$ cat config.mk
export PLATFORM = sky130hd
export DESIGN_NAME = sbp_status
export DESIGN_NICKNAME = d
export VERILOG_FILES = /design/src/sbp_pkg.sv /design/src/sbp_range.sv /design/src/sbp_status.sv
export SDC_FILE = /design/constraint.sdc
export NUM_CORES = 1
export LEC_CHECK = 0
export BUFFER_PORTS_ARGS = -buffer_cell sky130_fd_sc_hd__buf_2
export CORE_ASPECT_RATIO = 0.75
export CORE_UTILIZATION = 50
export DETAILED_ROUTE_END_ITERATION = 12
export PLACE_DENSITY_LB_ADDON = 0.15
export SLEW_MARGIN = 0
export SYNTH_ARGS = -nofsm -noshare
export SYNTH_HDL_FRONTEND = slang
export SYNTH_SLANG_ARGS = --single-unit
$ cat constraint.sdc
create_clock -name clock -period 4.5 [get_ports clock]
set_clock_uncertainty 0.2 [all_clocks]
set_input_delay 0.45 -clock clock [delete_from_list [all_inputs] [get_ports clock]]
set_output_delay 0.45 -clock clock [all_outputs]
set_load 0.005 [all_outputs]
$ cat src/sbp_pkg.sv
// Purpose: Constants and types for the status register and block protection.
// Assumes: One clock domain; the serial command decoder runs on the same clock.
// Notes: Behaviour list below.
// Behaviour
// - Status register is read and written only through read-status and write-status commands.
// - Bit 7 set with protect pin low makes nonvolatile bits read-only; write ignored.
// - Only driving the protect pin high leaves hardware protection; no command does. Here reset also clears bit 7, which ends it.
// - Bit 7 nonvolatile; 0 default allows writes, 1 disables them with pin low.
// - Bit 5 nonvolatile; 0 default protects from top, 1 from bottom.
// - Protect level on bits 6 and 4:2; nonzero blocks program and erase in region.
// - Bit 1 write-enable latch, cleared at reset, must be set before any write.
// - Bit 0 reads busy during status write, program or erase, else ready.
// - Whole-die erase runs only when all four protect-level bits are zero.
// - Busy bit is always the inverse of the flag ready bit.
// - Code 0 none; 1 to 12 protect 2^(code-1) sectors; 13 to 15 all.
// - 4096 sectors of 64KB addressed linearly up to byte 0FFF FFFFh.
// - Program or erase hitting a protected sector sets flag protection error bit 1.
`default_nettype none
package sbp_pkg;
  localparam int SBP_ADDR_W = 28;
  localparam int SBP_SECTOR_W = 12;
  localparam int SBP_SECTOR_LSB = 16;
  localparam int SBP_LEVEL_W = 4;
  localparam int SBP_LEVEL_ALL = 13;
  localparam int SBP_BIT_SRWD = 7;
  localparam int SBP_BIT_LVL3 = 6;
  localparam int SBP_BIT_BOTTOM = 5;
  localparam int SBP_BIT_LVL_LO = 2;
  localparam int SBP_BIT_WEL = 1;
  localparam int SBP_BIT_BUSY = 0;
  localparam logic SBP_RST_SRWD = 1'h0;
  localparam logic SBP_RST_BOTTOM = 1'h0;
  localparam logic [3:0] SBP_RST_LEVEL = 4'h0;
  localparam logic SBP_RST_WEL = 1'h0;

  typedef enum logic [2:0] {
    SBP_OP_READ_STATUS,
    SBP_OP_WRITE_STATUS,
    SBP_OP_WRITE_ENABLE,
    SBP_OP_WRITE_DISABLE,
    SBP_OP_PROGRAM,
    SBP_OP_ERASE,
    SBP_OP_DIE_ERASE
  } sbp_op_t;

  typedef struct packed {
    logic valid;
    sbp_op_t op;
    logic [SBP_ADDR_W-1:0] addr;
    logic [7:0] wdata;
  } sbp_cmd_t;

  typedef struct packed {
    logic srwd;
    logic bottom;
    logic [SBP_LEVEL_W-1:0] level;
    logic wel;
    logic busy;
    logic prot_err;
    logic [1:0] wp_sync;
    logic [7:0] rd_data;
    logic rd_valid;
    logic go;
    sbp_op_t go_op;
    logic [SBP_ADDR_W-1:0] go_addr;
    logic refused;
  } sbp_state_t;
endpackage
`default_nettype wire

$ cat src/sbp_range.sv
// Purpose: Decides whether one 64KB sector lies in the protected region.
// Assumes: Level and direction come straight from status flops.
// Notes: Pure combinational; region size is a power of two by design.
`default_nettype none
module sbp_range
  import sbp_pkg::*;
#(
  parameter int SECTOR_W = SBP_SECTOR_W
) (
  input wire logic [SBP_LEVEL_W-1:0] level,
  input wire logic bottom,
  input wire logic [SECTOR_W-1:0] sector,
  output logic protect
);
  // Refused at elaboration, so a bad width never reaches a netlist
  if (SECTOR_W < 12 || SECTOR_W > 30) begin : g_bad_width
    $error("sbp_range: sector width must hold every 2^(code-1) region");
  end

  logic [SECTOR_W:0] span;
  logic [SECTOR_W:0] top_start;

  always_comb begin
    span = '0;
    top_start = '0;
    protect = 1'b0;
    if (level == '0) begin
      protect = 1'b0;
    end else if (level >= SBP_LEVEL_W'(SBP_LEVEL_ALL)) begin
      protect = 1'b1;
    end else begin
      span = (SECTOR_W+1)'(1) << (level - SBP_LEVEL_W'(1));
      top_start = ((SECTOR_W+1)'(1) << SECTOR_W) - span;
      if (bottom) begin
        protect = {1'b0, sector} < span;
      end else begin
        protect = {1'b0, sector} >= top_start;
      end
    end
  end
endmodule // sbp_range
`default_nettype wire

$ cat src/sbp_status.sv
// Purpose: Status register, write-enable latch, busy flag and array guard.
// Assumes: Commands arrive decoded, one-cycle valid, on the same clock.
// Notes: Nonvolatile bits are modelled as flops reset to their defaults.
`default_nettype none
module sbp_status
  import sbp_pkg::*;
#(
  parameter int ADDR_W = SBP_ADDR_W
) (
  input wire logic clock,
  input wire logic rst,
  input wire sbp_cmd_t cmd,
  input wire logic array_done,
  input wire logic io_line_two_wp_n,
  input wire logic clear_flags,
  output logic [7:0] status_rdata,
  output logic status_rvalid,
  output logic [7:0] status_live,
  output logic array_go,
  output sbp_op_t array_op,
  output logic [ADDR_W-1:0] array_addr,
  output logic cmd_refused,
  output logic flag_ready,
  output logic flag_prot_err
);
  // Refused at elaboration; the carrier's address width is fixed
  if (ADDR_W != SBP_ADDR_W) begin : g_bad_addr_w
    $error("sbp_status: address width must match the command carrier");
  end

  sbp_state_t state;
  sbp_state_t next_state;
  logic wp_low;
  logic hw_locked;
  logic sector_prot;
  logic [7:0] status_byte;

  sbp_range #(
    .SECTOR_W(SBP_SECTOR_W)
  ) u_range (
    .level(state.level),
    .bottom(state.bottom),
    .sector(cmd.addr[SBP_SECTOR_LSB +: SBP_SECTOR_W]),
    .protect(sector_prot)
  );

  // Pin is asynchronous, so only the second stage is read.
  assign wp_low = ~state.wp_sync[1];
  assign hw_locked = state.srwd & wp_low;

  always_comb begin
    status_byte = '0;
    status_byte[SBP_BIT_SRWD] = state.srwd;
    status_byte[SBP_BIT_LVL3] = state.level[3];
    status_byte[SBP_BIT_BOTTOM] = state.bottom;
    status_byte[SBP_BIT_LVL_LO +: 3] = state.level[2:0];
    status_byte[SBP_BIT_WEL] = state.wel;
    status_byte[SBP_BIT_BUSY] = state.busy;
  end

  always_comb begin
    next_state = state;
    next_state.wp_sync = {state.wp_sync[0], io_line_two_wp_n};
    next_state.rd_valid = 1'b0;
    next_state.go = 1'b0;
    next_state.refused = 1'b0;
    // Array engine reports the end of any nonvolatile cycle.
    if (state.busy && array_done) begin
      next_state.busy = 1'b0;
      next_state.wel = 1'b0;
    end
    if (clear_flags) begin
      next_state.prot_err = 1'b0;
    end
    if (cmd.valid) begin
      unique case (cmd.op)
        SBP_OP_READ_STATUS: begin
          next_state.rd_data = status_byte;
          next_state.rd_valid = 1'b1;
        end
        SBP_OP_WRITE_ENABLE: begin
          if (!state.busy) begin
            next_state.wel = 1'b1;
          end else begin
            next_state.refused = 1'b1;
          end
        end
        SBP_OP_WRITE_DISABLE: begin
          if (!state.busy) begin
            next_state.wel = 1'b0;
          end else begin
            next_state.refused = 1'b1;
          end
        end
        SBP_OP_WRITE_STATUS: begin
          // Lock leaves the latch set so software sees why nothing changed.
          if (state.busy || !state.wel || hw_locked) begin
            next_state.refused = 1'b1;
          end else begin
            next_state.srwd = cmd.wdata[SBP_BIT_SRWD];
            next_state.bottom = cmd.wdata[SBP_BIT_BOTTOM];
            next_state.level = {cmd.wdata[SBP_BIT_LVL3],
                                cmd.wdata[SBP_BIT_LVL_LO +: 3]};
            next_state.busy = 1'b1;
            next_state.go = 1'b1;
            next_state.go_op = cmd.op;
            next_state.go_addr = cmd.addr;
          end
        end
        SBP_OP_PROGRAM, SBP_OP_ERASE: begin
          if (state.busy || !state.wel) begin
            next_state.refused = 1'b1;
          end else if (sector_prot) begin
            next_state.refused = 1'b1;
            next_state.prot_err = 1'b1;
            next_state.wel = 1'b0;
          end else begin
            next_state.busy = 1'b1;
            next_state.go = 1'b1;
            next_state.go_op = cmd.op;
            next_state.go_addr = cmd.addr;
          end
        end
        SBP_OP_DIE_ERASE: begin
          if (state.busy || !state.wel) begin
            next_state.refused = 1'b1;
          end else if (state.level != '0) begin
            next_state.refused = 1'b1;
            next_state.prot_err = 1'b1;
            next_state.wel = 1'b0;
          end else begin
            next_state.busy = 1'b1;
            next_state.go = 1'b1;
            next_state.go_op = cmd.op;
            next_state.go_addr = '0;
          end
        end
        // Spare op code from a faulty decoder is answered, not dropped
        default: begin
          next_state.refused = 1'b1;
        end
      endcase
    end
    // A new protection error outranks a clear in the same cycle.
    if (cmd.valid && next_state.refused && next_state.prot_err) begin
      next_state.prot_err = 1'b1;
    end
  end

  always_ff @(posedge clock or posedge rst) begin
    if (rst) begin
      state <= '{
        srwd: SBP_RST_SRWD,
        bottom: SBP_RST_BOTTOM,
        level: SBP_RST_LEVEL,
        wel: SBP_RST_WEL,
        busy: 1'b0,
        prot_err: 1'b0,
        wp_sync: 2'h0,
        rd_data: 8'h00,
        rd_valid: 1'b0,
        go: 1'b0,
        go_op: SBP_OP_READ_STATUS,
        go_addr: '0,
        refused: 1'b0
      };
    end else begin
      state <= next_state;
    end
  end

  assign status_rdata = state.rd_data;
  assign status_rvalid = state.rd_valid;
  assign status_live = status_byte;
  assign array_go = state.go;
  assign array_op = state.go_op;
  assign array_addr = state.go_addr;
  assign cmd_refused = state.refused;
  assign flag_ready = ~state.busy;
  assign flag_prot_err = state.prot_err;
endmodule // sbp_status
`default_nettype wire

==> flow_metrics.env <==
export IMPL_worst_path_max_fanout=33
export IMPL_floorplan_initialDensity_pct=52.63
export IMPL_path_clk_slew_ns=0.09
export IMPL_cts_setup_buffers=0
export IMPL_largest_net_degree_at_the_start_of_global_routing=54
export IMPL_grt_antenna_before_repair=0
export IMPL_cts_repair_resize_count=0
export IMPL_syn_area_per_cell_um2=10.12
export IMPL_vdd_ir_drop_max_v=0.0004847
export IMPL_first_iter_violations=99
export IMPL_dr_total_vias=2543
export IMPL_status="finished, final reports clean"
export IMPL_setup_tns_final_ns=0
export IMPL_n_antenna_cell=0
export IMPL_cp_data_required_time_ns=4.49
export IMPL_drv_max_cap_violation_count=0
export IMPL_global_route_usage_total_pct=19.41
export IMPL_ys_seq_area_share_pct=39.49
export IMPL_firstDrtPassIters=4
export IMPL_synth_async_sr_flop_share_pct=100.0
export IMPL_fmax_mhz=243.8
export IMPL_synth_fp_nets=404
export IMPL_clock_root_buffer="sky130_fd_sc_hd__clkbuf_8"
export IMPL_critPathKind="reg -> reg"
export IMPL_rows=25
export IMPL_clock_sinks=53
export IMPL_grt_remaining_overflow=0
export IMPL_hp_start="io_line_two_wp_n"
export IMPL_period_minus_slack_ns=4.101
export IMPL_layout_filler_cells=587
export IMPL_hold_class="in -> reg"
export IMPL_cp_startpoint="status_live[3]"
export IMPL_wl_mm=7.060
export IMPL_num_nets_final=452
export IMPL_grt_setup_unrepaired="no"
export IMPL_port_buffer_count=94
export IMPL_die_outline_area_um2=7052
export IMPL_synthFlopType="sky130_fd_sc_hd__dfrtp_1"
export IMPL_power_total_mw=2.494
export IMPL_route_detailed_drc=0
export IMPL_timing_rr_start="status_live[3]"
export IMPL_first_global_vias=2220
export IMPL_cts_hold_buffers_added=0
export IMPL_synth_seq_cells=53
export IMPL_synthToLayoutAreaGrowth_pct=9.911
export IMPL_layout_area_seq_um2=1326
export IMPL_count_of_distinct_cell_types_in_the_synthesized_netlist=47
export IMPL_dp_hpwl_mm=5.079
export IMPL_transition_time_of_the_tightest_slew_check_pin_ns=0.7206
export IMPL_leakage_power_nw=1.907
export IMPL_final_setup_viol_count=0
export IMPL_finalHoldViolations=0
export IMPL_synth_cells=332
export IMPL_cts_made_buffers=5
export IMPL_chipWidth_um=96.63
export IMPL_synth_cell_area_um2=3358
export IMPL_crit_arrival_ns=4.10
export IMPL_grt_pass1_wl_mm=11.05
export IMPL_core_area_um2=6381
export IMPL_cts_tree="yes"
export IMPL_wl_per_cell_um=15.28
export IMPL_timing_final_crit_share_pct=91.14
export IMPL_final_max_slew_violation_count=0
export IMPL_multi_input_comb_area_um2=1567
export IMPL_die_h_um=72.98
export IMPL_clk_latency_ns=0.30
export IMPL_post_drt_via_cell_ratio=5.504
export IMPL_synth_edf_count=0
export IMPL_io_pin_count=97
export IMPL_postRouteAntennaNets=0
export IMPL_cts_buffer_depth=2
export IMPL_gp_congestion=0.8775
export IMPL_endpoint_kind="flop"
export IMPL_postLayoutCoreUtil_pct=57.84
export IMPL_htree_num_levels=2
export IMPL_yosysWarningCount=0
export IMPL_critical_path_start_type="flop"
export IMPL_timing_slew_headroom_pct=51.96
export IMPL_total_power_per_unit_cell_area_nw_per_um2=675.7
export IMPL_layout_cell_share_with_drive_strength_beyond_1_pct=34.91
==> area by class of cell <==
class / count / share of cell area (%)
Clock inverter: 3 / 1.186
Clock buffer: 5 / 1.864
Sequential cell: 53 / 35.93
Tap cell: 81 / 2.746
Timing Repair Buffer: 102 / 14.71
Multi-Input combinational cell: 207 / 42.44
Inverter: 11 / 1.119
==> synth_stat cells (all sizes together) (2+ instances only) <==
master | count | area (um2)
a21oi | 13 | 65.06
a22o | 31 | 271.5
a31oi | 2 | 12.51
and2 | 3 | 18.77
buf | 56 | 429.2
clkbuf | 6 | 22.52
dfrtp | 53 | 1326
ha | 27 | 337.8
inv | 10 | 37.54
mux2 | 16 | 187.7
nand2 | 24 | 90.09
nand2b | 8 | 50.05
nand3 | 6 | 30.03
nand4 | 4 | 25.02
nor2 | 19 | 73.82
nor2b | 5 | 31.28
o211ai | 3 | 22.52
o21ai | 19 | 95.09
o221ai | 2 | 17.52
o22ai | 2 | 12.51
o31ai | 2 | 28.78
xnor2 | 2 | 17.52
==> path summary, 6_finish.rpt <==
kind / end / slack, ns / depth (start not counted)
setup reg to reg: array_op[0] / 0.40 / 14
setup / recovery: array_op[0] / 0.40 / 14
min in group asynchronous: status_live[0] / 0.11 / 3
hold / removal: next_state[43] / 0.05 / 1
max in group asynchronous: array_addr[17] / 3.55 / 3
hold reg to reg: state[43] / 0.16 / 0
==> routing by layer <==
| metal | track usage (%) | vias up | part of all wire (%) | wire length, um |
|---|---|---|---|---|
| met4 | 2.985 | 0 | 0.27 | 19 |
| met5 | 0 | - | 0 | 0 |
| li1 | - | 1241 | - | - |
| met1 | 29.89 | 1230 | 52 | 3680 |
| met2 | 28.56 | 70 | 43 | 3026 |
| met3 | 3.927 | 2 | 4.7 | 334 |
==> layout by cell type, fill, tap and decap left out, drive strengths merged, types with 3 or more instances in the layout <==
cell type / instances
a21oi: 13
a22o: 31
and2: 3
buf: 102
clkbuf: 5
dfrtp: 53
ha: 27
inv: 11
mux2: 16
nand2: 24
nand2b: 8
nand3: 6
nand4: 4
nor2: 19
nor2b: 5
o211ai: 3
o21ai: 19
o31ai: 3
==> per-stage QoR <==
stage | instances | setup WS, ns | cell area [um2] | hold WS (ns)
finish | 462 | 0.3986 | 3691 | 0.04772
global route | 462 | 0.1846 | 3691 | 0.03393
CTS | 461 | 0.1859 | 3664 | 0.03942
detailed placement | 453 | 0.2187 | 3551 | 0.1372
global placement | 453 | 0.3123 | 3551 | 0.1368
floorplan | 332 | 0.8194 | 3358 | 0.1312
==> sequential cells by signal, indices dropped and copies added, names as in the netlist <==
name           count
array_addr        28
status_live        8
status_rdata       8
array_op           3
array_go           1
cmd_refused        1
flag_prot_err      1
next_state         1
state              1
status_rvalid      1
==> critical path, cell delays in order (launching register included) <==
cell and delay [ns]:
sky130_fd_sc_hd__dfrtp_1 0.49, sky130_fd_sc_hd__nor2b_1 0.31, sky130_fd_sc_hd__nand2_1 0.15, sky130_fd_sc_hd__ha_1 0.35, sky130_fd_sc_hd__o21ai_0 0.13, sky130_fd_sc_hd__o21ai_0 0.11, sky130_fd_sc_hd__ha_1 0.34, sky130_fd_sc_hd__and4_1 0.19
sky130_fd_sc_hd__nand4_1 0.09, sky130_fd_sc_hd__a21oi_1 0.08, sky130_fd_sc_hd__o311ai_1 0.37, sky130_fd_sc_hd__a31oi_2 0.26, sky130_fd_sc_hd__a311o_1 0.44, sky130_fd_sc_hd__buf_12 0.18, sky130_fd_sc_hd__mux2_4 0.30
==> cells by family (layout without fill, tap and decap cells) <==
group	count (synthesis)	count (layout)	share of synthesized area, %
flip-flops	53	53	39.49
multiplexers	17	17	5.887
AND/OR/NAND/NOR	76	76	11.03
adder cells (fa/ha/maj)	27	27	10.06
XOR/XNOR	2	2	0.5217
buffers and inverters	73	121	14.68
AO/OA/AOI/OAI	84	85	18.33
==> power by group <==
group / leakage (nW) / switching (mW) / total [mW] / internal [mW]
registers: 0.688 / 0.135 / 0.813 / 0.678
clock network: 0.0585 / 0.159 / 0.326 / 0.167
logic: 1.16 / 0.709 / 1.35 / 0.645
Note: power is estimated with default switching activity, not from simulation.
